File: config.mk
export PLATFORM = sky130hd
export DESIGN_NAME = ldc_regs
export DESIGN_NICKNAME = d
export VERILOG_FILES = /design/src/rtl/ldc_pkg.sv /design/src/rtl/ldc_mode.sv /design/src/rtl/ldc_regs.sv
export SDC_FILE = /design/constraint.sdc
export NUM_CORES = 1
export LEC_CHECK = 0
export ABC_AREA = 1
export BUFFER_PORTS_ARGS = -buffer_cell sky130_fd_sc_hd__buf_2
export CAP_MARGIN = 20
export CELL_PAD_IN_SITES_DETAIL_PLACEMENT = 0
export CELL_PAD_IN_SITES_GLOBAL_PLACEMENT = 2
export CORE_MARGIN = 3
export CORE_UTILIZATION = 35
export DETAILED_ROUTE_END_ITERATION = 6
export GPL_TIMING_DRIVEN = 0
export PLACE_DENSITY = 0.8
export SLEW_MARGIN = 40
export SYNTH_ARGS = -nofsm -noshare
export SYNTH_HDL_FRONTEND = slang
export SYNTH_SLANG_ARGS = --single-unit
File: constraint.sdc
create_clock -name clk -period 8.6 [get_ports clk]
set_clock_uncertainty 0.1 [all_clocks]
set_input_delay 0.43 -clock clk [delete_from_list [all_inputs] [get_ports clk]]
set_output_delay 0.43 -clock clk [all_outputs]
set_load 0.1 [all_outputs]
File: src/rtl/ldc_pkg.sv
// Shared constants and types for the laser driver control register bank
package ldc_pkg;

   // ****************************************
   // Serial slave address and byte framing
   // ****************************************
   localparam logic [6:0] LDC_SLAVE_ADDR = 7'h08;
   localparam logic [3:0] LDC_BYTE_BITS  = 4'h8;
   localparam logic [7:0] LDC_RESET_VAL  = 8'h00;

   // ****************************************
   // Register offsets
   // ****************************************
   localparam logic [7:0] LDC_REG_MAIN  = 8'h00;
   localparam logic [7:0] LDC_REG_AUX   = 8'h01;
   localparam logic [7:0] LDC_REG_MODL  = 8'h02;
   localparam logic [7:0] LDC_REG_MODH  = 8'h03;
   localparam logic [7:0] LDC_REG_BIASL = 8'h04;
   localparam logic [7:0] LDC_REG_BIASH = 8'h05;
   localparam logic [7:0] LDC_REG_EQ    = 8'h06;
   localparam logic [7:0] LDC_REG_CP    = 8'h07;
   localparam logic [7:0] LDC_REG_LIM   = 8'h08;
   localparam logic [7:0] LDC_REG_HCE   = 8'h09;
   localparam int         LDC_NUM_REGS  = 10;

   // ****************************************
   // Writable bits of each register
   // ****************************************
   localparam logic [7:0] LDC_MASK_MAIN = 8'hFF;
   localparam logic [7:0] LDC_MASK_AUX  = 8'h0F;
   localparam logic [7:0] LDC_MASK_LSB2 = 8'h03;
   localparam logic [7:0] LDC_MASK_FULL = 8'hFF;
   localparam logic [7:0] LDC_MASK_LIM  = 8'h0F;
   localparam logic [7:0] LDC_MASK_HCE  = 8'h01;
   localparam logic [7:0] LDC_MASK_NONE = 8'h00;

   // ****************************************
   // Field positions
   // ****************************************
   localparam int LDC_MAIN_CHIP_ON   = 7;
   localparam int LDC_MAIN_RANGE_HI  = 6;
   localparam int LDC_MAIN_RANGE_LO  = 5;
   localparam int LDC_MAIN_OPEN_LOOP = 4;
   localparam int LDC_MAIN_FAULT_DET = 3;
   localparam int LDC_MAIN_SWAP      = 2;
   localparam int LDC_MAIN_EQ_ON     = 1;
   localparam int LDC_MAIN_PD_ORIENT = 0;
   localparam int LDC_AUX_OFFSET_OFF = 3;
   localparam int LDC_AUX_BIAS_DIR   = 2;
   localparam int LDC_AUX_CP_RANGE_H = 1;
   localparam int LDC_CP_SIGN        = 7;
   localparam int LDC_LIM_SIGN       = 3;
   localparam int LDC_LIM_MAG_H      = 2;
   localparam int LDC_HCE_ON         = 0;
   localparam int LDC_LSB_H          = 1;

   // ****************************************
   // Types
   // ****************************************
   typedef enum logic [1:0] {
      LDC_PD_SMALL,
      LDC_PD_MID,
      LDC_PD_LARGE
   } ldc_pd_range_t;

   typedef struct packed {
      logic [9:0] mod_current_code;
      logic [9:0] bias_current_code;
      logic [7:0] equalizer_level;
      logic       crossing_shift_sign;
      logic [6:0] crossing_shift_magnitude;
      logic       limiter_bias_sign;
      logic [2:0] limiter_bias_magnitude;
      logic       high_mod_current_on;
      logic [1:0] crossing_range;
   } ldc_settings_t;

   typedef struct packed {
      logic          chip_active;
      logic          open_loop_select;
      logic          output_swap;
      logic          equalizer_on;
      logic          photodiode_orientation;
      logic          offset_cancel_on;
      logic          crossing_adjust_on;
      logic          bias_source;
      logic          bias_sink;
      logic          fault_detect_live;
      ldc_pd_range_t photodiode_range;
   } ldc_mode_t;

endpackage

File: src/rtl/ldc_mode.sv
// Mode decode and fault latch behind the main and auxiliary control registers
`timescale 1ns/100ps
`default_nettype none
module ldc_mode (
   // Clock and reset
   input  wire logic              clk,
   input  wire logic              rst,
   input  wire logic              ce,
   // Control register contents
   input  wire logic [7:0]        main_ctrl,
   input  wire logic [7:0]        aux_ctrl,
   // Chip pins
   input  wire logic              disable_pin,
   input  wire logic              fault_event,
   // Decoded state
   output ldc_pkg::ldc_mode_t     mode,
   output logic                   fault_latched
);
   import ldc_pkg::*;

   logic chip_on_q;
   logic fault_q;
   logic detect_live;
   logic fault_clear;

   // ****************************************
   // Fault latch
   // ****************************************
   // Pin disable keeps the registers; only reset or the bit toggle clears the fault
   assign detect_live = main_ctrl[LDC_MAIN_FAULT_DET];
   assign fault_clear = main_ctrl[LDC_MAIN_CHIP_ON] & ~chip_on_q;

   always_ff @(posedge clk or posedge rst) begin
      if (rst) begin
         chip_on_q <= 1'b0;
      end else if (ce) begin
         chip_on_q <= main_ctrl[LDC_MAIN_CHIP_ON];
      end
   end

   // A fault arriving in the clearing cycle wins over the clear
   always_ff @(posedge clk or posedge rst) begin
      if (rst) begin
         fault_q <= 1'b0;
      end else if (ce) begin
         if (detect_live && fault_event) begin
            fault_q <= 1'b1;
         end else if (fault_clear) begin
            fault_q <= 1'b0;
         end
      end
   end

   assign fault_latched = fault_q;

   // ****************************************
   // Mode decode
   // ****************************************
   always_comb begin
      mode.chip_active = main_ctrl[LDC_MAIN_CHIP_ON] & ~disable_pin;
      mode.open_loop_select = main_ctrl[LDC_MAIN_OPEN_LOOP];
      mode.output_swap = main_ctrl[LDC_MAIN_SWAP];
      mode.equalizer_on = main_ctrl[LDC_MAIN_EQ_ON];
      mode.photodiode_orientation = main_ctrl[LDC_MAIN_PD_ORIENT];
      mode.offset_cancel_on = ~aux_ctrl[LDC_AUX_OFFSET_OFF];
      mode.crossing_adjust_on = aux_ctrl[LDC_AUX_OFFSET_OFF];
      mode.bias_source = aux_ctrl[LDC_AUX_BIAS_DIR];
      mode.bias_sink = ~aux_ctrl[LDC_AUX_BIAS_DIR];
      mode.fault_detect_live = detect_live;
      if (main_ctrl[LDC_MAIN_RANGE_HI]) begin
         mode.photodiode_range = LDC_PD_LARGE;
      end else if (main_ctrl[LDC_MAIN_RANGE_LO]) begin
         mode.photodiode_range = LDC_PD_MID;
      end else begin
         mode.photodiode_range = LDC_PD_SMALL;
      end
   end

endmodule // ldc_mode
`default_nettype wire

File: src/rtl/ldc_regs.sv
// Laser driver control register bank with its two-wire serial slave
// What this block does
// - Hold 10-bit modulation code, two low bits at 0x02, upper eight at 0x03.
// - Hold 10-bit bias code, two low bits at 0x04, upper eight at 0x05.
// - Hold 8-bit equalizer level in all of register 0x06.
// - Register 0x07 holds crossing shift sign in bit 7, magnitude in 6:0.
// - Register 0x08 holds limiter sign in bit 3, magnitude in 2:0.
// - Register 0x09 bit 0 enables high modulation current.
// - Main control bit 7 turns the chip on when set.
// - Toggling the chip-on bit low then high clears a latched fault.
// - Range field 1X largest, 01 middle, 00 smallest photodiode range.
// - Main bit 4 selects open loop; clear selects the power loop.
// - Faults are detected only while main bit 3 is set.
// - Main bit 2 swaps the positive and negative output pairs.
// - Main bit 1 turns the input equalizer on.
// - Main bit 0 set means cathode to supply, clear anode to ground.
// - Aux bit 3 disables offset cancel and enables crossing adjust.
// - Aux bit 2 set makes the bias output source current.
// - Aux bit 2 clear makes the bias output sink current.
// - Every register clears to zero at reset.
// - Disabling keeps all registers; re-enabling resumes prior settings.
// - Access is slave address, direction, register address, one data byte.
`timescale 1ns/100ps
`default_nettype none
module ldc_regs (
   // Clock and reset
   input  wire logic              clk,
   input  wire logic              rst,
   input  wire logic              ce,
   // Two-wire serial pins
   input  wire logic              scl_in,
   input  wire logic              sda_in,
   output logic                   sda_out,
   output logic                   sda_oe,
   // Chip pins
   input  wire logic              disable_pin,
   input  wire logic              fault_event,
   // Settings to the analog blocks
   output ldc_pkg::ldc_settings_t settings,
   output ldc_pkg::ldc_mode_t     mode,
   output logic                   fault_latched,
   output logic                   write_strobe
);
   import ldc_pkg::*;

   typedef enum logic [3:0] {
      LDC_IDLE,
      LDC_ADDR,
      LDC_ACK_ADDR,
      LDC_REG,
      LDC_ACK_REG,
      LDC_WDATA,
      LDC_ACK_DATA,
      LDC_RDATA,
      LDC_RACK,
      LDC_WAIT
   } ldc_state_t;

   // ****************************************
   // Decode helpers
   // ****************************************
   // Writable bits of a register; unmapped offsets have none
   function automatic logic [7:0] ldc_wmask(input logic [7:0] addr);
      case (addr)
         LDC_REG_MAIN:  ldc_wmask = LDC_MASK_MAIN;
         LDC_REG_AUX:   ldc_wmask = LDC_MASK_AUX;
         LDC_REG_MODL:  ldc_wmask = LDC_MASK_LSB2;
         LDC_REG_MODH:  ldc_wmask = LDC_MASK_FULL;
         LDC_REG_BIASL: ldc_wmask = LDC_MASK_LSB2;
         LDC_REG_BIASH: ldc_wmask = LDC_MASK_FULL;
         LDC_REG_EQ:    ldc_wmask = LDC_MASK_FULL;
         LDC_REG_CP:    ldc_wmask = LDC_MASK_FULL;
         LDC_REG_LIM:   ldc_wmask = LDC_MASK_LIM;
         LDC_REG_HCE:   ldc_wmask = LDC_MASK_HCE;
         default:       ldc_wmask = LDC_MASK_NONE;
      endcase
   endfunction

   function automatic logic ldc_mapped(input logic [7:0] addr);
      ldc_mapped = (addr < 8'(LDC_NUM_REGS));
   endfunction

   // ****************************************
   // Storage and serial state
   // ****************************************
   logic [7:0]  regs_q [LDC_NUM_REGS];
   ldc_state_t  state_q;
   logic [3:0]  bit_cnt_q;
   logic [7:0]  shift_q;
   logic [7:0]  tx_q;
   logic [7:0]  reg_ptr_q;
   logic        read_q;
   logic        drive_low_q;
   logic        wr_pulse_q;
   logic        scl_q;
   logic        sda_q;
   logic        scl_rise;
   logic        scl_fall;
   logic        start_seen;
   logic        stop_seen;
   logic [7:0]  rd_data;
   logic [3:0]  ptr_idx;

   // ****************************************
   // Line events
   // ****************************************
   // Pins arrive synchronous to clk, so edges come from one history stage
   always_ff @(posedge clk or posedge rst) begin
      if (rst) begin
         scl_q <= 1'b1;
         sda_q <= 1'b1;
      end else if (ce) begin
         scl_q <= scl_in;
         sda_q <= sda_in;
      end
   end

   assign scl_rise   = scl_in & ~scl_q;
   assign scl_fall   = ~scl_in & scl_q;
   assign start_seen = scl_in & scl_q & sda_q & ~sda_in;
   assign stop_seen  = scl_in & scl_q & ~sda_q & sda_in;

   assign ptr_idx = reg_ptr_q[3:0];
   assign rd_data = ldc_mapped(reg_ptr_q) ? regs_q[ptr_idx] : LDC_RESET_VAL;

   // ****************************************
   // Serial slave sequencer
   // ****************************************
   // One data byte per transfer; later bytes are left unacknowledged
   always_ff @(posedge clk or posedge rst) begin
      if (rst) begin
         state_q     <= LDC_IDLE;
         bit_cnt_q   <= '0;
         shift_q     <= LDC_RESET_VAL;
         tx_q        <= LDC_RESET_VAL;
         reg_ptr_q   <= LDC_RESET_VAL;
         read_q      <= 1'b0;
         drive_low_q <= 1'b0;
         wr_pulse_q  <= 1'b0;
      end else if (ce) begin
         wr_pulse_q <= 1'b0;
         if (start_seen) begin
            state_q     <= LDC_ADDR;
            bit_cnt_q   <= '0;
            drive_low_q <= 1'b0;
         end else if (stop_seen) begin
            state_q     <= LDC_IDLE;
            drive_low_q <= 1'b0;
         end else begin
            case (state_q)
               LDC_ADDR, LDC_REG, LDC_WDATA: begin
                  if (scl_rise) begin
                     shift_q   <= {shift_q[6:0], sda_in};
                     bit_cnt_q <= bit_cnt_q + 4'h1;
                  end else if (scl_fall && bit_cnt_q == LDC_BYTE_BITS) begin
                     bit_cnt_q <= '0;
                     if (state_q == LDC_ADDR) begin
                        // Foreign address: leave the line high and wait
                        if (shift_q[7:1] == LDC_SLAVE_ADDR) begin
                           read_q      <= shift_q[0];
                           drive_low_q <= 1'b1;
                           state_q     <= LDC_ACK_ADDR;
                        end else begin
                           state_q <= LDC_WAIT;
                        end
                     end else if (state_q == LDC_REG) begin
                        reg_ptr_q   <= shift_q;
                        drive_low_q <= 1'b1;
                        state_q     <= LDC_ACK_REG;
                     end else begin
                        wr_pulse_q  <= 1'b1;
                        drive_low_q <= 1'b1;
                        state_q     <= LDC_ACK_DATA;
                     end
                  end
               end
               LDC_ACK_ADDR: begin
                  if (scl_fall) begin
                     drive_low_q <= 1'b0;
                     state_q     <= LDC_REG;
                  end
               end
               LDC_ACK_REG: begin
                  if (scl_fall) begin
                     if (read_q) begin
                        tx_q        <= rd_data;
                        drive_low_q <= ~rd_data[7];
                        state_q     <= LDC_RDATA;
                     end else begin
                        drive_low_q <= 1'b0;
                        state_q     <= LDC_WDATA;
                     end
                  end
               end
               LDC_ACK_DATA: begin
                  if (scl_fall) begin
                     drive_low_q <= 1'b0;
                     state_q     <= LDC_WAIT;
                  end
               end
               LDC_RDATA: begin
                  if (scl_rise) begin
                     bit_cnt_q <= bit_cnt_q + 4'h1;
                  end else if (scl_fall) begin
                     if (bit_cnt_q == LDC_BYTE_BITS) begin
                        bit_cnt_q   <= '0;
                        drive_low_q <= 1'b0;
                        state_q     <= LDC_RACK;
                     end else begin
                        tx_q        <= {tx_q[6:0], 1'b0};
                        drive_low_q <= ~tx_q[6];
                     end
                  end
               end
               LDC_RACK: begin
                  // Master answer is not needed: one byte only
                  if (scl_fall) begin
                     state_q <= LDC_WAIT;
                  end
               end
               LDC_IDLE, LDC_WAIT: begin
                  drive_low_q <= 1'b0;
               end
               default: begin
                  state_q     <= LDC_IDLE;
                  drive_low_q <= 1'b0;
               end
            endcase
         end
      end
   end

   // ****************************************
   // Register file
   // ****************************************
   // Registers only clear at reset; disabling the chip leaves them alone
   always_ff @(posedge clk or posedge rst) begin
      if (rst) begin
         for (int i = 0; i < LDC_NUM_REGS; i++) begin
            regs_q[i] <= LDC_RESET_VAL;
         end
      end else if (ce) begin
         if (wr_pulse_q && ldc_mapped(reg_ptr_q)) begin
            regs_q[ptr_idx] <= shift_q & ldc_wmask(reg_ptr_q);
         end
      end
   end

   // ****************************************
   // Outputs
   // ****************************************
   // Open-drain: only ever pull low
   assign sda_out      = 1'b0;
   assign sda_oe       = drive_low_q;
   assign write_strobe = wr_pulse_q;

   always_comb begin
      settings.mod_current_code = {regs_q[LDC_REG_MODH[3:0]],
                                   regs_q[LDC_REG_MODL[3:0]][LDC_LSB_H:0]};
      settings.bias_current_code = {regs_q[LDC_REG_BIASH[3:0]],
                                    regs_q[LDC_REG_BIASL[3:0]][LDC_LSB_H:0]};
      settings.equalizer_level = regs_q[LDC_REG_EQ[3:0]];
      settings.crossing_shift_sign = regs_q[LDC_REG_CP[3:0]][LDC_CP_SIGN];
      settings.crossing_shift_magnitude = regs_q[LDC_REG_CP[3:0]][LDC_CP_SIGN-1:0];
      settings.limiter_bias_sign = regs_q[LDC_REG_LIM[3:0]][LDC_LIM_SIGN];
      settings.limiter_bias_magnitude = regs_q[LDC_REG_LIM[3:0]][LDC_LIM_MAG_H:0];
      settings.high_mod_current_on = regs_q[LDC_REG_HCE[3:0]][LDC_HCE_ON];
      settings.crossing_range = regs_q[LDC_REG_AUX[3:0]][LDC_AUX_CP_RANGE_H:0];
   end

   ldc_mode u_mode (
      .clk           (clk),
      .rst           (rst),
      .ce            (ce),
      .main_ctrl     (regs_q[LDC_REG_MAIN[3:0]]),
      .aux_ctrl      (regs_q[LDC_REG_AUX[3:0]]),
      .disable_pin   (disable_pin),
      .fault_event   (fault_event),
      .mode          (mode),
      .fault_latched (fault_latched)
   );

endmodule // ldc_regs
`default_nettype wire

==> impl_metrics.py <==
metrics = {
    "hold_path": {
        "holdPathEnd": "u_mode.fault_latched$_DFFE_PP0P_",
        "hp-start": "fault_event",
        "hp-class": "in2reg",
        "min_path_cells": 3,
    },
    "synthesis": {
        "avgSynthCellArea_um2": 7.91,
        "synth_area_leaders": "dfrtp_1, nand2_1, buf_4, inv_1, o21ai_2",
        "ys_types": 35,
        "synth_top_area_share_pct": 44.4,
        "synth_seq_cells": 118,
        "syn_area_mm2": 0.00653,
        "yosysWarnings": 0,
        "yosysSeqAreaShare_pct": 45.2,
        "synth_top_cell_by_area": "dfrtp_1",
        "synth_nets": 843,
        "synth_cells": 826,
    },
    "setup_path": {
        "critPathBufInv": 5,
        "start_kind": "flop",
        "critPathArrivalTime_ns": 3.27,
        "rr_startpoint": "reg_ptr_q[1]$_DFFE_PP0P_",
        "worstSetupPathType": "reg2reg",
        "cp_top_family": "buffers and inverters",
        "critical_path_required_ns": 8.83,
        "worstSetupPathDepth": 11,
        "rr_worst_depth": 11,
        "r2r_slack_ns": 5.56,
        "cp_cell_sequence": "inv_1 -> clkbuf_1 -> ha_1 -> inv_2 -> nor2_1 -> nor2_1 -> nor2_1 -> inv_1 -> nor2_1 -> inv_1 -> o21ai_0",
        "startpoint": "reg_ptr_q[1]$_DFFE_PP0P_",
        "rr_endpoint": "settings[24]$_DFFE_PP0P_",
        "end_kind": "flop",
        "crit_top_cell": "nor2_1",
        "slowest_delay_ns": 0.51,
        "critPathMaxFanout": 11,
        "crit_slowest_cell": "clkbuf_1",
    },
    "placed_design": {
        "dp_hpwl_mm": 13.9,
        "dp_slack_ns": 5.57,
        "portBuffers": 64,
        "gp_congestion": 0.895,
    },
    "die": {
        "die_h_um": 143,
        "die-area_mm2": 0.0203,
        "die_width_um": 143,
        "boundaryPins": 66,
        "rows": 49,
        "fp.coreArea_mm2": 0.0181,
        "start_util_pct": 36.0,
    },
    "sta": {
        "fmax_mhz": 329,
        "setup_slack_ns": 5.56,
        "slew_headroom_pct": 46.1,
        "final.min_clock_period_ns": 3.04,
        "fin_setup_tns_ns": 0,
        "rsz0062_at_grt": "no",
        "setup_viol": 0,
        "min_period_over_period_pct": 35.3,
        "drv_slew": 0,
        "hold_violations": 0,
        "worstMarginPinSlew_ns": 0.808,
    },
    "routing": {
        "initialDrtViolationCount": 400,
        "totalWireLength_mm": 19.2,
        "vias_per_cell": 4.87,
        "dr_total_vias": 5599,
        "ant_nets": 0,
        "avgRoutedWirePerCell_um": 16.7,
        "drc": 0,
        "dr.pass1.iters": 7,
    },
    "pwr": {
        "p_seq_share_pct": 39.9,
        "leakage_nw": 3.96,
        "switching_share_pct": 30.6,
        "intPower_mw": 1.05,
        "comb_power_share_pct": 17.8,
        "switchingPower_uw": 461,
        "ir_worst_vdd_mv": 0.136,
        "pwr_density_cell_mw_per_mm2": 196,
        "pwr-share-clk_pct": 42.3,
    },
    "grt": {
        "grt_pass1_wl_mm": 30.4,
        "grtUsageTotal_pct": 19.6,
        "grt_max_degree": 66,
        "grt_pass1_vias": 5443,
        "antenna_found_initial": 0,
        "grt_overflow": 0,
    },
    "cts": {
        "cts_root_buffer": "clkbuf_16",
        "clk_pin_slew_ns": 0.05,
        "cts_setup_buffers": 0,
        "htree_levels": 4,
        "cts_resized": 0,
        "holdBufCountCts": 1,
        "cts_tree": "yes",
        "clkLatencyLatePin_ns": 0.41,
        "cts_buffer_depth": 2,
        "cts_buffers": 17,
        "cts_num_sinks": 118,
    },
    "status": {
        "status": "complete, no violations",
    },
    "cells_and_area": {
        "fillCellCount": 1896,
        "num-nets-final": 928,
        "area_growth_pct": 17.8,
        "antenna_cells": 0,
        "drive_gt1_share_pct": 25.2,
    },
    "job": {
        "drv_cap": 0,
    },
}
## kinds of logic after synthesis
group / synth area share [%]
other cells: 0.0574
compound gates: 12.4
simple gates: 27.7
flops: 45.2
fa+ha+maj: 1.92
buf+inv: 12.7
## how the worst max path moves through the flow
stage	to	slack, ns
2_1_floorplan	bit_cnt_q[0]$_DFFE_PP0P_	4.94
5_1_grt	regs_q[67]$_DFFE_PP0P_	5.37
4_1_cts	regs_q[67]$_DFFE_PP0P_	5.55
6_report	settings[24]$_DFFE_PP0P_	5.56
3_5_place_dp	regs_q[67]$_DFFE_PP0P_	5.57
3_3_place_gp	state_q[3]$_DFFE_PP0P_	3.43
## worst register-to-register path: stages, from the launching register on
cell	delay, ns
dfrtp_1	0.49
inv_1	0.27
clkbuf_1	0.52
ha_1	0.44
inv_2	0.08
nor2_1	0.09
nor2_1	0.04
nor2_1	0.11
inv_1	0.05
nor2_1	0.16
inv_1	0.35
o21ai_0	0.26
## cell type report
cell class | instances | area (µm²) | share of cell area (%)
multi-input cells | 557 | 2750 | 35.7
plain buffers | 79 | 554 | 7.20
flip-flops and latches | 118 | 2960 | 38.4
inverters | 72 | 283 | 3.67
well taps | 229 | 287 | 3.72
clock buffers | 23 | 458 | 5.95
clock inverters | 6 | 55.1 | 0.715
repair buffers | 66 | 358 | 4.65
## synthesized netlist by cell type
| cell | n |
|---|---|
| o21ai_0 | 41 |
| nor2_2 | 7 |
| nor2_1 | 39 |
| dfrtp_1 | 116 |
| a21oi_1 | 20 |
| conb_1 | 1 |
| nor2_8 | 1 |
| nand3_4 | 6 |
| o21ai_1 | 43 |
| o211ai_1 | 4 |
| nor3_1 | 4 |
| dfstp_2 | 2 |
| a31oi_1 | 1 |
| buf_2 | 14 |
| nor2_4 | 2 |
| inv_6 | 1 |
| nand3b_1 | 1 |
| buf_4 | 52 |
| nand4_1 | 6 |
| nand3_1 | 40 |
| inv_1 | 64 |
| a21oi_2 | 1 |
| clkbuf_1 | 7 |
| nand3_2 | 4 |
| o21a_1 | 1 |
| buf_6 | 6 |
| nand2_1 | 284 |
| inv_2 | 7 |
| nand4_2 | 2 |
| ha_1 | 10 |
| a22o_1 | 1 |
| nand2_2 | 6 |
| o21ai_2 | 25 |
| or2_2 | 6 |
| o2111ai_1 | 1 |
## metal layers
layer  vias up  share of wire [%]  global-route usage (%)  wire length, µm
met5         -                  0                       0                0
met4         0                2.0                    6.70              394
met3        26                5.5                    4.25             1070
met2       152                 46                    30.4             8880
met1      2665                 46                    27.3             8900
li1       2756                  -                       -                -
## state kept, by name, indices dropped and copies added, names as in the netlist
| register | cells |
|---|---|
| u_mode.chip_on_q | 1 |
| bit_cnt_q | 4 |
| read_q | 1 |
| sda_oe | 1 |
| sda_q | 1 |
| regs_q | 37 |
| write_strobe | 1 |
| settings | 43 |
| tx_q | 7 |
| scl_q | 1 |
| shift_q | 8 |
| u_mode.fault_latched | 1 |
| reg_ptr_q | 8 |
| state_q | 4 |
## power groups by stage
stage / sequential, mW / combinational (mW) / clock, mW
final: 0.602 / 0.268 / 0.638
after global routing: 0.604 / 0.305 / 0.684
after CTS: 0.601 / 0.268 / 0.653
after detailed placement: 0.610 / 0.266 / 0
after global placement: 0.610 / 0.266 / 0
after floorplan: 0.614 / 0.190 / 0
## per-stage QoR
step	instances	hold WS, ns	power, mW	area, µm²	utilization (%)
floorplan	826	0.328	0.804	6530	-
global placement	1119	0.344	0.876	7140	39.3
detailed placement	1120	0.348	0.877	7170	39.5
CTS	1150	0.137	1.52	7700	42.4
global route	1150	0.166	1.59	7700	42.4
finish	1150	0.151	1.51	7700	42.4
## layout by cell type, fill, tap and decap left out, types with 2 or more instances in the layout
cell         n
a21oi_1     20
buf_2       78
buf_4       52
buf_6        6
clkbuf_1    12
clkbuf_16   17
clkinv_2     5
dfrtp_1    116
dfstp_2      2
ha_1        10
inv_1       63
inv_2        7
nand2_1    284
nand2_2      6
nand3_1     40
nand3_2      4
nand3_4      6
nand4_1      6
nand4_2      2
nor2_1      39
nor2_2       7
nor2_4       2
nor3_1       4
o211ai_1     4
o21ai_0     41
o21ai_1     43
o21ai_2     25
or2_2        6
(Power assumes the default switching activity.)
